File: config.mk
export PLATFORM = sky130hd
export DESIGN_NAME = socket_force_event_logic
export DESIGN_NICKNAME = d
export VERILOG_FILES = /design/src/socket_force_pkg.sv /design/src/socket_force_event_logic.sv /design/src/retest_sequencer.sv /design/src/irq_status_bank.sv
export VERILOG_INCLUDE_DIRS = /design/src
export SDC_FILE = /design/constraint.sdc
export NUM_CORES = 1
export LEC_CHECK = 0
export BUFFER_PORTS_ARGS = -buffer_cell sky130_fd_sc_hd__buf_2
export CELL_PAD_IN_SITES_DETAIL_PLACEMENT = 0
export CELL_PAD_IN_SITES_GLOBAL_PLACEMENT = 2
export CORE_MARGIN = 2
export CORE_UTILIZATION = 25
export DETAILED_ROUTE_END_ITERATION = 8
export PLACE_DENSITY_LB_ADDON = 0.1
export RECOVER_POWER = 25
export SETUP_SLACK_MARGIN = 0.02
export SLEW_MARGIN = 20
export SYNTH_ARGS = -nofsm -noshare
export SYNTH_HDL_FRONTEND = slang
export SYNTH_SLANG_ARGS = --single-unit
export TNS_END_PERCENT = 20
File: constraint.sdc
create_clock -name clk_sys -period 1.9 [get_ports clk_sys]
set_input_delay 0.095 -clock clk_sys [delete_from_list [all_inputs] [get_ports clk_sys]]
set_output_delay 0.095 -clock clk_sys [all_outputs]
set_load 0.05 [all_outputs]
File: src/socket_force_defs.svh
// register offsets, field positions and reset values of the socket force-event block
`ifndef SOCKET_FORCE_DEFS_SVH
`define SOCKET_FORCE_DEFS_SVH
`define OFS_EVENT_INJECTION   12'h00C
`define OFS_PRESENT_STATE     12'h008
`define OFS_EVENT_FLAGS       12'h000
`define OFS_IRQ_STATUS        12'h020
`define OFS_IRQ_ENABLE        12'h024
`define OFS_IRQ_CLEAR         12'h028
`define OFS_SOCKET_CONTROL    12'h02C
`define BIT_VS_RETEST         14
`define BIT_YY_VOLT           13
`define BIT_XX_VOLT           12
`define BIT_THREE_VOLT        11
`define BIT_FIVE_VOLT         10
`define BIT_INVALID_SUPPLY    9
`define BIT_LOST_WRITE        8
`define BIT_UNKNOWN_CARD      7
`define BIT_CARDBUS_TYPE      5
`define BIT_SIXTEEN_BIT_TYPE  4
`define BIT_POWER_EVENT       3
`define BIT_DETECT_TWO        2
`define BIT_DETECT_ONE        1
`define BIT_STATUS_CHANGE     0
`define BIT_SOCKET_YY         31
`define BIT_SOCKET_XX         30
`define BIT_SOCKET_THREE      29
`define BIT_SOCKET_FIVE       28
`define FORCE_WRITE_MASK      32'h0000_7FBF
`define PSTATE_FORCE_MASK     32'h0000_3FB0
`define EVENT_FORCE_MASK      4'hF
`define PSTATE_RESET          32'h3000_0000
`define IRQ_SRC_COUNT         3
`define IRQ_SRC_WIDTH         3
`define IRQ_SRC_INJECT        0
`define IRQ_SRC_RETEST        1
`define IRQ_SRC_PWR_OFF       2
`define PSLVERR_NONE          1'b0
`endif

File: src/socket_force_pkg.sv
// types shared by the socket force-event block
package socket_force_pkg;
	typedef logic [31:0] word_t;
	typedef logic [11:0] addr_t;
	typedef logic [3:0]  event_t;
	typedef enum logic [1:0] {
		seq_idle,
		seq_probe,
		seq_update
	} retest_state_e;
endpackage

File: src/socket_force_event_logic.sv
// apb register block: force-event injection into socket event and present-state state
`timescale 1ns/1ps
`include "socket_force_defs.svh"
// What this block does
// - writing retest bit reruns interrogation, refreshes present state, re-enables power control
// - force voltage bits 13..10 write card voltage capability bits
// - any force voltage bit written one disables power control until retest
// - bit 9 writes the invalid supply request flag
// - bit 8 writes the possible lost write flag
// - bit 7 writes the unknown card flag
// - bits 5 and 4 write cardbus and sixteen bit type flags
// - bit 3 writes power change event; socket powered state unchanged
// - bits 2 and 1 write detect change events; live detect bits unchanged
// - bit 0 writes status change event; live status pin bit unchanged
// - bits 31..15 of force register read zero
// - bit 6 of force register reads zero, writes ignored
// - force register decoded at offset 0Ch; write-only bits read zero
// - socket yy and xx capability bits read zero unless forced
// - context bits cleared by global reset only when pme enabled
module socket_force_event_logic
	import socket_force_pkg::*;
(
	input  wire logic                         clk_sys,
	input  wire logic                         rst_n,
	input  wire logic                         global_reset_n,
	input  wire logic                         bus_reset_n,
	input  wire logic                         pme_enable,
	input  wire logic                         psel,
	input  wire logic                         penable,
	input  wire logic                         pwrite,
	input  wire socket_force_pkg::addr_t      paddr,
	input  wire socket_force_pkg::word_t      pwdata,
	input  wire logic [3:0]                   pstrb,
	input  wire logic                         detect_one_live,
	input  wire logic                         detect_two_live,
	input  wire logic                         status_change_live,
	input  wire logic                         socket_powered_state,
	input  wire socket_force_pkg::word_t      probe_result,
	output logic                              pready,
	output logic                              pslverr,
	output socket_force_pkg::word_t           prdata,
	output logic                              power_ctrl_enable,
	output socket_force_pkg::event_t          event_flags,
	output socket_force_pkg::word_t           present_state,
	output logic                              irq
);
	import socket_force_pkg::*;

	// timeline of a force write, counted from the setup cycle c0:
	//   c1  access cycle, pready high, the write is accepted at its closing edge
	//   c2  captured word and lane mask sit in inject_*_reg and lane_reg
	//   c3  present state, event flags and power-control enable show the result
	// a retest bit in that write starts the sequencer at the end of c2; its done
	// pulse lands in c5 and the refreshed state is visible in c6
	// a second force write may follow at once: capture registers are reloaded
	// each cycle, so nothing of an older write can be applied twice
	// reads decode in the setup cycle and hold prdata through the access
	// cycle; the force register itself always reads back as zero
	// pstrb gates which byte lanes of a force write take effect

	// bus state
	logic  pready_reg;
	logic  pready_next;
	logic  pslverr_reg;
	logic  pslverr_next;
	word_t prdata_reg;
	word_t prdata_next;

	// captured write, applied one cycle later
	logic  inject_reg;
	logic  inject_next;
	word_t inject_data_reg;
	word_t inject_data_next;

	// socket state
	word_t  pstate_reg;
	word_t  pstate_next;
	event_t events_reg;
	event_t events_next;
	logic   pwr_en_reg;
	logic   pwr_en_next;
	logic   irq_out_reg;

	// sequencer and interrupt wiring
	logic                      retest_start;
	logic                      retest_busy;
	logic                      retest_done;
	logic [`IRQ_SRC_WIDTH-1:0] irq_events;
	logic [`IRQ_SRC_WIDTH-1:0] irq_clear;
	logic                      irq_en_we;
	logic [`IRQ_SRC_WIDTH-1:0] irq_status;
	logic [`IRQ_SRC_WIDTH-1:0] irq_enable;
	logic                      irq_line;

	// context reset: global reset only under pme, otherwise either reset
	logic ctx_clear;
	logic setup;
	logic wr_access;
	logic force_hit;
	word_t wmask;

	always_comb begin
		ctx_clear = ~global_reset_n | (~pme_enable & ~bus_reset_n);
		setup     = psel & ~penable;
		wr_access = psel & penable & pready_reg & pwrite;
		force_hit = wr_access & (paddr == `OFS_EVENT_INJECTION);
	end

	// byte strobes widened to a bit mask, one lane per strobe
	genvar lane_i;
	for (lane_i = 0; lane_i < 4; lane_i++) begin : g_lane
		assign wmask[lane_i*8 +: 8] = {8{pstrb[lane_i]}};
	end

	// apb slave: no wait states, pready high in the access cycle only
	always_comb begin
		pready_next = setup;
		pslverr_next = `PSLVERR_NONE; // no slave error: unmapped reads give zero
		prdata_next = prdata_reg;
		if (setup && !pwrite) begin
			case (paddr)
				`OFS_EVENT_FLAGS:     prdata_next = {28'h000_0000, events_reg};
				`OFS_PRESENT_STATE:   prdata_next = pstate_reg;
				`OFS_EVENT_INJECTION: prdata_next = 32'h0000_0000;
				`OFS_IRQ_STATUS:      prdata_next = {29'h0000_0000, irq_status};
				`OFS_IRQ_ENABLE:      prdata_next = {29'h0000_0000, irq_enable};
				`OFS_SOCKET_CONTROL:  prdata_next = {31'h0000_0000, pwr_en_reg};
				default:              prdata_next = 32'h0000_0000;
			endcase
		end
	end

	always_ff @(posedge clk_sys or negedge rst_n) begin
		if (!rst_n) begin
			pready_reg  <= 1'b0;
			pslverr_reg <= 1'b0;
			prdata_reg  <= 32'h0000_0000;
		end else begin
			pready_reg  <= pready_next;
			pslverr_reg <= pslverr_next;
			prdata_reg  <= prdata_next;
		end
	end

	// capture only writable bits; nothing of the force register persists
	always_comb begin
		inject_next      = force_hit;
		inject_data_next = pwdata & wmask & `FORCE_WRITE_MASK;
	end

	always_ff @(posedge clk_sys or negedge rst_n) begin
		if (!rst_n) begin
			inject_reg      <= 1'b0;
			inject_data_reg <= 32'h0000_0000;
		end else begin
			inject_reg      <= inject_next;
			inject_data_reg <= inject_data_next;
		end
	end

	// write mask as seen one cycle later; lanes not strobed leave bits alone
	// the mask is cleared outside a force write so a stale lane cannot
	// re-apply old data when inject_reg is low
	logic [31:0] lane_reg;
	logic [31:0] lane_next;
	always_comb begin
		lane_next = force_hit ? wmask : 32'h0000_0000;
	end

	always_ff @(posedge clk_sys or negedge rst_n) begin
		if (!rst_n) begin
			lane_reg <= 32'h0000_0000;
		end else begin
			lane_reg <= lane_next;
		end
	end

	assign retest_start = inject_reg & inject_data_reg[`BIT_VS_RETEST];

	// priority inside one cycle: live pins first, then a finished
	// interrogation, then a force write; a force write that lands in the same
	// cycle as the interrogation result therefore wins, which lets software
	// correct a probe it does not trust
	// power control drops on any forced voltage bit written as one; only a
	// finished interrogation or a context clear raises it again
	// the live pin bits are never forced; they lag their pins by one cycle
	// present state, events and power-control enable
	always_comb begin
		logic [31:0] pmask;
		pmask       = lane_reg & `PSTATE_FORCE_MASK;
		pstate_next = pstate_reg;
		events_next = events_reg;
		pwr_en_next = pwr_en_reg;
		// live pins always tracked; forcing never touches them
		pstate_next[`BIT_STATUS_CHANGE] = status_change_live;
		pstate_next[`BIT_DETECT_ONE]    = detect_one_live;
		pstate_next[`BIT_DETECT_TWO]    = detect_two_live;
		pstate_next[`BIT_POWER_EVENT]   = socket_powered_state;
		if (retest_done) begin
			// interrogation result refreshes capability and type bits
			pstate_next = (pstate_next & ~`PSTATE_FORCE_MASK) |
				(probe_result & `PSTATE_FORCE_MASK);
			pwr_en_next = 1'b1;
		end
		if (inject_reg) begin
			// bits 13..4 excluding 6
			pstate_next = (pstate_next & ~pmask) | (inject_data_reg & pmask);
			// socket yy/xx capability forced alongside the card bits
			if (lane_reg[`BIT_YY_VOLT]) begin
				pstate_next[`BIT_SOCKET_YY] = inject_data_reg[`BIT_YY_VOLT];
			end
			if (lane_reg[`BIT_XX_VOLT]) begin
				pstate_next[`BIT_SOCKET_XX] = inject_data_reg[`BIT_XX_VOLT];
			end
			if (lane_reg[0]) begin
				events_next = inject_data_reg[3:0];
			end
			if (|inject_data_reg[`BIT_YY_VOLT:`BIT_FIVE_VOLT]) begin
				pwr_en_next = 1'b0;
			end
		end
	end

	// the bus and global resets are sampled here rather than used as
	// asynchronous clears, so a glitch on either cannot corrupt state between
	// clock edges; the cost is one cycle of latency on the clear
	// while pme is enabled only the global reset reaches these bits
	// context bits use their own reset qualifier; pme keeps them across bus reset
	always_ff @(posedge clk_sys or negedge rst_n) begin
		if (!rst_n) begin
			pstate_reg <= `PSTATE_RESET;
			events_reg <= 4'h0;
			pwr_en_reg <= 1'b1;
		end else if (ctx_clear) begin
			pstate_reg <= `PSTATE_RESET;
			events_reg <= 4'h0;
			pwr_en_reg <= 1'b1;
		end else begin
			pstate_reg <= pstate_next;
			events_reg <= events_next;
			pwr_en_reg <= pwr_en_next;
		end
	end

	// the power-off source fires on the cycle the enable falls, so a force
	// write that finds power control already off raises no second event
	// clear and enable writes act at the accepting edge, like any register
	// every source is sticky until written one to the clear register
	// interrupt sources: injection, retest done, power control dropped
	always_comb begin
		irq_events[`IRQ_SRC_INJECT]  = inject_reg;
		irq_events[`IRQ_SRC_RETEST]  = retest_done;
		irq_events[`IRQ_SRC_PWR_OFF] = pwr_en_reg & ~pwr_en_next;
		irq_clear = '0;
		if (wr_access && paddr == `OFS_IRQ_CLEAR) begin
			irq_clear = pwdata[`IRQ_SRC_WIDTH-1:0];
		end
		irq_en_we = wr_access & (paddr == `OFS_IRQ_ENABLE);
	end

	always_ff @(posedge clk_sys or negedge rst_n) begin
		if (!rst_n) begin
			irq_out_reg <= 1'b0;
		end else begin
			irq_out_reg <= irq_line;
		end
	end

	// the sequencer ignores a start while busy; software must wait for the
	// retest-done interrupt before asking for another interrogation
	// busy is kept for debug visibility and is otherwise unused
	retest_sequencer u_retest (
		.clk_sys (clk_sys),
		.rst_n   (rst_n),
		.start   (retest_start),
		.busy    (retest_busy),
		.done    (retest_done)
	);

	// enable write data comes straight from the bus; irq_line is already a
	// flop, irq_out_reg adds one more so the pin has a fixed two-cycle lag
	irq_status_bank u_irq (
		.clk_sys      (clk_sys),
		.rst_n        (rst_n),
		.event_pulse  (irq_events),
		.clear_bits   (irq_clear),
		.enable_we    (irq_en_we),
		.enable_wdata (pwdata[`IRQ_SRC_WIDTH-1:0]),
		.status       (irq_status),
		.enable       (irq_enable),
		.irq          (irq_line)
	);

	// outputs straight from flip-flops
	assign pready            = pready_reg;
	assign pslverr           = pslverr_reg;
	assign prdata            = prdata_reg;
	assign power_ctrl_enable = pwr_en_reg;
	assign event_flags       = events_reg;
	assign present_state     = pstate_reg;
	assign irq               = irq_out_reg;
endmodule

File: src/retest_sequencer.sv
// hook that runs a card re-interrogation and reports completion
`timescale 1ns/1ps
module retest_sequencer
	import socket_force_pkg::*;
(
	input  wire logic clk_sys,
	input  wire logic rst_n,
	input  wire logic start,
	output logic      busy,
	output logic      done
);
	import socket_force_pkg::*;

	retest_state_e state_reg;
	retest_state_e state_next;
	logic          done_reg;
	logic          done_next;

	// probe for one cycle, then publish the result
	always_comb begin
		state_next = state_reg;
		done_next  = 1'b0;
		case (state_reg)
			seq_idle: begin
				if (start) begin
					state_next = seq_probe;
				end
			end
			seq_probe: begin
				state_next = seq_update;
			end
			seq_update: begin
				state_next = seq_idle;
				done_next  = 1'b1;
			end
			default: begin
				state_next = seq_idle;
			end
		endcase
	end

	// a new start while busy is ignored; the run in flight covers it
	always_ff @(posedge clk_sys or negedge rst_n) begin
		if (!rst_n) begin
			state_reg <= seq_idle;
			done_reg  <= 1'b0;
		end else begin
			state_reg <= state_next;
			done_reg  <= done_next;
		end
	end

	assign busy = (state_reg != seq_idle);
	assign done = done_reg;
endmodule

File: src/irq_status_bank.sv
// sticky interrupt status with enable and write-one-to-clear
`timescale 1ns/1ps
`include "socket_force_defs.svh"
module irq_status_bank
	import socket_force_pkg::*;
(
	input  wire logic                       clk_sys,
	input  wire logic                       rst_n,
	input  wire logic [`IRQ_SRC_WIDTH-1:0]  event_pulse,
	input  wire logic [`IRQ_SRC_WIDTH-1:0]  clear_bits,
	input  wire logic                       enable_we,
	input  wire logic [`IRQ_SRC_WIDTH-1:0]  enable_wdata,
	output logic      [`IRQ_SRC_WIDTH-1:0]  status,
	output logic      [`IRQ_SRC_WIDTH-1:0]  enable,
	output logic                            irq
);
	import socket_force_pkg::*;

	logic [`IRQ_SRC_WIDTH-1:0] status_reg;
	logic [`IRQ_SRC_WIDTH-1:0] status_next;
	logic [`IRQ_SRC_WIDTH-1:0] enable_reg;
	logic [`IRQ_SRC_WIDTH-1:0] enable_next;
	logic                      irq_reg;
	logic                      irq_next;

	// per source: set beats clear so no event is lost
	genvar gi;
	for (gi = 0; gi < `IRQ_SRC_COUNT; gi++) begin : g_src
		always_comb begin
			status_next[gi] = event_pulse[gi] | (status_reg[gi] & ~clear_bits[gi]);
		end
	end

	// enable write and level interrupt
	always_comb begin
		enable_next = enable_we ? enable_wdata : enable_reg;
		irq_next    = |(status_next & enable_next);
	end

	always_ff @(posedge clk_sys or negedge rst_n) begin
		if (!rst_n) begin
			status_reg <= '0;
			enable_reg <= '0;
			irq_reg    <= 1'b0;
		end else begin
			status_reg <= status_next;
			enable_reg <= enable_next;
			irq_reg    <= irq_next;
		end
	end

	assign status = status_reg;
	assign enable = enable_reg;
	assign irq    = irq_reg;
endmodule

==> results_dict.tcl, run 1 <==
set metrics [dict create \
    avgSynthCellArea_sq_um 11.2 \
    start_util_pct 25.8 \
    worstSetupStartpointType "input pin" \
    drtIter0Drc 57 \
    maxCapViolations 0 \
    ys_seq_area_share_pct 56.8 \
    core_region_area_sq_mm 0.0115 \
    wl_met3_um 370 \
    required_ns 2.08 \
    viasPerCell 4.27 \
    numCtsBuffers 9 \
    rsz0062_at_grt "false" \
    fin_crit_sh_pct 90.8 \
    cts_tree "built" \
    cts_sinks 67 \
    postCtsSetupBuffers 0 \
    report.final.slew_viol_count 0 \
    cts-root-buf "clkbuf_16" \
    synth-edff-count 0 \
    drt-total-wl_um 7370 \
    drc 0 \
    critPathSlowestCell "dlygate4sd3_1" \
    placed_area_sq_mm 0.00346 \
    die-area_sq_mm 0.0127 \
    yosysMostFrequentCell "dfrtp_1" \
    multiInputGateArea_sq_mm 0.00101 \
    r2r_slack_ns 0.23 \
    cp.arrival_ns 1.91 \
    cp_max_fo 4 \
    netlist_top_cells_area "dfrtp_1 (55%), buf_4 (8.1%), and2_1 (4.4%), mux2i_1 (4.1%), a22o_1 (3.6%)" \
    htreeDepth 3 \
    max_freq_mhz 580 \
    worstMarginPinSlew_ns 1.39 \
    yosys-top-cells-count "dfrtp_1 (65), buf_4 (32), and2_1 (21), nand2_1 (21), nor2_1 (13)" \
    final_util_pct 34.4 \
    ios 164 \
    hold_path.class "in2reg" \
    cp.buffers_inverters 2 \
    nFillCells 1195 \
    dr.pass1.iters 4 \
    vias 2223 \
    finClkSkew_ns 0.00750 \
    dp.cells 488 \
    grt_overflow 0 \
    yosysTopAreaCell "dfrtp_1" \
    syn_to_final_growth_pct 33.5 \
    synthCells 264 \
    postRouteAntennaNets 0 \
    grt_pass1_vias 2148 \
    drive_gt1_share_pct 34.9 \
    ys_seq_elements 67 \
    netlist_area_sq_mm 0.00295 \
    synthArstFlopShare_pct 100 \
    fp-row-count 39 \
    fin_tns_setup_ns 0 \
    grt_max_degree 46 \
    port_buffers 104 \
    cts_resized 0 \
    track_usage_pct 11.9 \
    worst_skew_pair.late_latency_ns 0.33 \
    highest_layer "met4" \
    synth.top_cell.area_share_pct 55.1 \
    timing_hold_violations_final 0 \
    endpoint_kind "flop" \
    largest_reg_flops 17 \
    min_period_ns 1.73 \
    antenna_found_initial 0 \
    finalSetupViolCount 0 \
    synth_top_flop_cell "dfrtp_1" \
    wl_met1_um 3370 \
    antenna_cells 0 \
    cts_max_path_buffers 2 \
    slew_headroom_pct 7.26 \
    path_cells "dlygate4sd3_1 -> buf_2 -> and4_1 -> nor4b_1 -> a21oi_1 -> o21ai_0 -> o221ai_1" \
    yosysWarnings 0 \
    grt_first_pass_wirelength_um 11500 \
    critical-path-top-delay-family "simple AND/OR/NAND/NOR gates" \
    worstSetupPathType "in2reg" \
    die_w_um 113 \
    leakagePower_nw 2.02 \
    wire_per_inst_um 14.2 \
    ff_latch_area_sq_mm 0.00168 \
    dr_wl_met2_um 3530 \
    gp_congestion 0.713 \
    cpPeakStageDelay_ns 0.52 \
    ir_worst_vdd_mv 0.406 \
    dp.final_hpwl_um 5460 \
    fp.dieH_um 113 \
    path_clk_slew_ns 0.06 \
    outcome "complete, no violations" \
    final_area_sq_mm 0.00395 \
    ys_types 39 \
    nets 465 \
    p_per_area_mw_per_mm2 887 \
    fin_cells 521 \
]
==> routing by layer <==
layer	track usage [%]	vias to the layer above
met2	18.7	65
met5	0	-
met1	15.6	1064
met3	3.54	8
li1	-	1086
met4	4.63	0
==> cell usage in the layout, fill, tap and decap left out, drive strengths merged, types with 7 or more instances in the layout <==
master         n
a211oi         7
o21ai          9
dfrtp         65
nor2          13
mux2i         12
a22o          12
dlygate4sd3   17
nand3         10
clkbuf        13
conb          16
nand2         21
inv            8
and2          21
a21oi         11
buf          105
==> worst paths after layout <==
path	endpoint	startpoint	depth (start not counted)
hold / removal	inject_data_reg[2]$_DFF_PN0_	pwdata[2]	2
hold reg to reg	irq$_DFF_PN0_	u_irq.irq$_DFF_PN0_	0
setup / recovery	u_irq.irq$_DFF_PN0_	penable	7
min in group asynchronous	u_irq.status[0]$_DFF_PN0_	rst_n	2
setup reg to reg	u_irq.irq$_DFF_PN0_	pready$_DFF_PN0_	5
max in group asynchronous	present_state[8]$_DFF_PN0_	rst_n	3
==> worst reg2reg max path, stage by stage, from the launching register on <==
cell and delay [ns]:
dfrtp_1 0.33, and4_1 0.27, nor4b_1 0.38, a21oi_1 0.14, o21ai_0 0.23, o221ai_1 0.17
==> cell families after synthesis <==
logic type | after synthesis | share of synthesized area (%)
simple gates | 83 | 15.7
flops | 67 | 56.8
buf+inv | 50 | 10.9
compound gates | 48 | 11.2
mux | 15 | 5.21
other cells | 1 | 0.127
==> through the flow <==
stage | hold WS (ns) | total power, mW | setup slack [ns]
2_1_floorplan | -0.201 | 1.65 | 0.193
5_1_grt | 0.0305 | 3.65 | 0.0327
3_5_place_dp | 0.141 | 1.74 | 0.0494
3_3_place_gp | 0.135 | 1.74 | 0.0252
4_1_cts | 0.0160 | 3.55 | 0.189
6_report | 0.0324 | 3.50 | 0.175
==> timing repair <==
action | CTS | global route
endpoints found under the setup margin | 0 | 0
hold buffers | 17 | 0
hold endpoints to repair | 36 | 0
==> cell type report <==
type                    count  share of cell area (%)
inverters                   8                   0.761
well taps                 143                    4.54
repair buffers            125                    18.5
clock buffers              10                    5.80
clock inverters             6                    2.28
flip-flops and latches     67                    42.6
multi-input cells         162                    25.6
==> power by group <==
group          total (mW)  internal, mW  switching, mW
clock network        1.77          1.15          0.619
registers            1.46          1.45        0.00853
logic               0.275        0.0909          0.184
(Power assumes the default switching activity.)
==> inputs of run 2 (changes only) <==
--- a/config.mk
+++ b/config.mk
@@ -15,6 +15,7 @@
 export PLACE_DENSITY_LB_ADDON = 0.1
 export RECOVER_POWER = 25
 export SETUP_SLACK_MARGIN = 0.02
+export SKIP_CTS_REPAIR_TIMING = 1
 export SLEW_MARGIN = 20
 export SYNTH_ARGS = -nofsm -noshare
 export SYNTH_HDL_FRONTEND = slang
==> constraint.sdc (replaced) <==
create_clock -name clk_sys -period 1.9 [get_ports clk_sys]
set_input_delay 0.19 -clock clk_sys [delete_from_list [all_inputs] [get_ports clk_sys]]
set_output_delay 0.19 -clock clk_sys [all_outputs]
set_load 0.05 [all_outputs]
==> run 2 against run 1 <==
  * Register-to-register slack improved by 0.08 ns
  * Sequential share of layout area rose by 1.9 points
  * Non-clock buffer count fell by 14
  * Worst setup slack better by 0.14 ns
  * Global-route usage fell by 0.089 points
  * Largest power group unchanged
  * Sequential power barely moved
  * Worst hold slack worse by 0.00070 ns
==> results_dict.tcl, run 2 (synthesis results as in run 1) <==
set metrics [dict create \
    endpoint_kind "flop" \
    die_w_um 113 \
    numCtsBuffers 9 \
    wl_met3_um 442 \
    r2r-start "pready$_DFF_PN0_" \
    fin_cells 507 \
    required_ns 2.08 \
    start_util_pct 25.8 \
    cts_max_path_buffers 2 \
    final_util_pct 33.0 \
    drt-total-wl_um 7280 \
    worst_skew_pair.late_latency_ns 0.33 \
    path_cells "and4_1 -> nor4b_2 -> buf_4 -> a21oi_1 -> o21ai_0 -> o221ai_1" \
    hold_path.class "in2reg" \
    syn_to_final_growth_pct 27.9 \
    wire_per_inst_um 14.4 \
    fin_tns_setup_ns 0 \
    dp_slack_ns -0.0466 \
    cpPeakStageDelay_ns 0.35 \
    dp.cells 490 \
    p_per_area_mw_per_mm2 890 \
    cp.arrival_ns 1.77 \
    grt_overflow 0 \
    ir_worst_vdd_mv 0.413 \
    layout_commonest_cell "buf_2" \
    wl_met1_um 3270 \
    largest_reg_flops 17 \
    nets 451 \
    drtIter0Drc 39 \
    track_usage_pct 11.8 \
    port_buffers 104 \
    dp.final_hpwl_um 5400 \
    worstMarginPinSlew_ns 0.940 \
    die-area_sq_mm 0.0127 \
    cp_max_fo 4 \
    antenna_cells 0 \
    drive_gt1_share_pct 37.6 \
    ff_latch_area_sq_mm 0.00168 \
    slew_headroom_pct 37.3 \
    outcome "complete, no violations" \
    postRouteAntennaNets 0 \
    grt_pass1_vias 2127 \
    cts_sinks 67 \
    drc 0 \
    timing_hold_violations_final 0 \
    multiInputGateArea_sq_mm 0.00101 \
    fin_ws_ns 0.313 \
    ios 164 \
    startpoint "pready$_DFF_PN0_" \
    max_freq_mhz 630 \
    viasPerCell 4.20 \
    worstSetupPathType "reg2reg" \
    cts_tree "built" \
    final_cell_mix "buf_2 (102), dfrtp_1 (65), nand2_1 (21)" \
    htreeDepth 3 \
    placed_area_sq_mm 0.00347 \
    report.final.slew_viol_count 0 \
    dr_wl_met2_um 3430 \
    fin_hold_ws_ns 0.0317 \
    grt_max_degree 68 \
    cts-root-buf "clkbuf_16" \
    min_from "penable" \
    final_area_sq_mm 0.00378 \
    rsz0062_at_grt "false" \
    path_clk_slew_ns 0.06 \
    power.total_mw 3.36 \
    gp_congestion 0.706 \
    leakagePower_nw 1.96 \
    fp-row-count 39 \
    grt_first_pass_wirelength_um 11500 \
    critPathSlowestCell "dfrtp_1" \
    fin_crit_sh_pct 83.5 \
    fp.dieH_um 113 \
    core_region_area_sq_mm 0.0115 \
    min_period_ns 1.59 \
    worstSetupStartpointType "flop" \
    finalSetupViolCount 0 \
    nFillCells 1218 \
    vias 2129 \
    highest_layer "met4" \
    finClkSkew_ns 0.00773 \
    dr.pass1.iters 4 \
    maxCapViolations 0 \
    antenna_found_initial 0 \
]
## run 2: cell types whose count changed in the layout (fill, tap and decap cells not counted), sizes merged
cell         before  now
inv               8    9
clkbuf           13   12
dlygate4sd3      17    1
bufinv            2    1
buf             105  107
clkinv            3    4
## run 2: power by group
part | leakage (nW) | switching, mW | internal [mW]
clock network | 0.146 | 0.640 | 1.02
registers | 0.883 | 0.00810 | 1.45
logic | 0.928 | 0.178 | 0.0661
total | 1.96 | 0.826 | 2.54
## run 2: cell type report
cell class / count / share of cell area, %
Sequential cell: 67 / 44.4
Inverter: 8 / 0.795
Tap cell: 143 / 4.74
Multi-Input combinational cell: 162 / 26.9
Clock buffer: 9 / 5.96
Clock inverter: 7 / 2.05
Timing Repair Buffer: 111 / 15.2
## run 2: per-layer routing
layer  GRT usage [%]  vias up
met5               0        -
met4            5.85        0
met3            2.46        9
met2            18.4       67
met1            15.8     1001
li1                -     1052
## run 2: final timing paths
kind | end | slack [ns] | cells past startpoint
max | u_irq.irq$_DFF_PN0_ | 0.31 | 6
min | pready$_DFF_PN0_ | 0.03 | 2
max reg2reg | u_irq.irq$_DFF_PN0_ | 0.31 | 6
min reg2reg | irq$_DFF_PN0_ | 0.35 | 0
max in group asynchronous | present_state[8]$_DFF_PN0_ | 0.65 | 3
min in group asynchronous | present_state[0]$_DFF_PN0_ | 0.66 | 3
## run 2: critical path, delay by kind of cell, from the launching register on
family,cells,cell delay [ns]
AO/OA/AOI/OAI,3,0.46
buffers and inverters,1,0.15
flip-flops,1,0.35
AND/OR/NAND/NOR,2,0.49
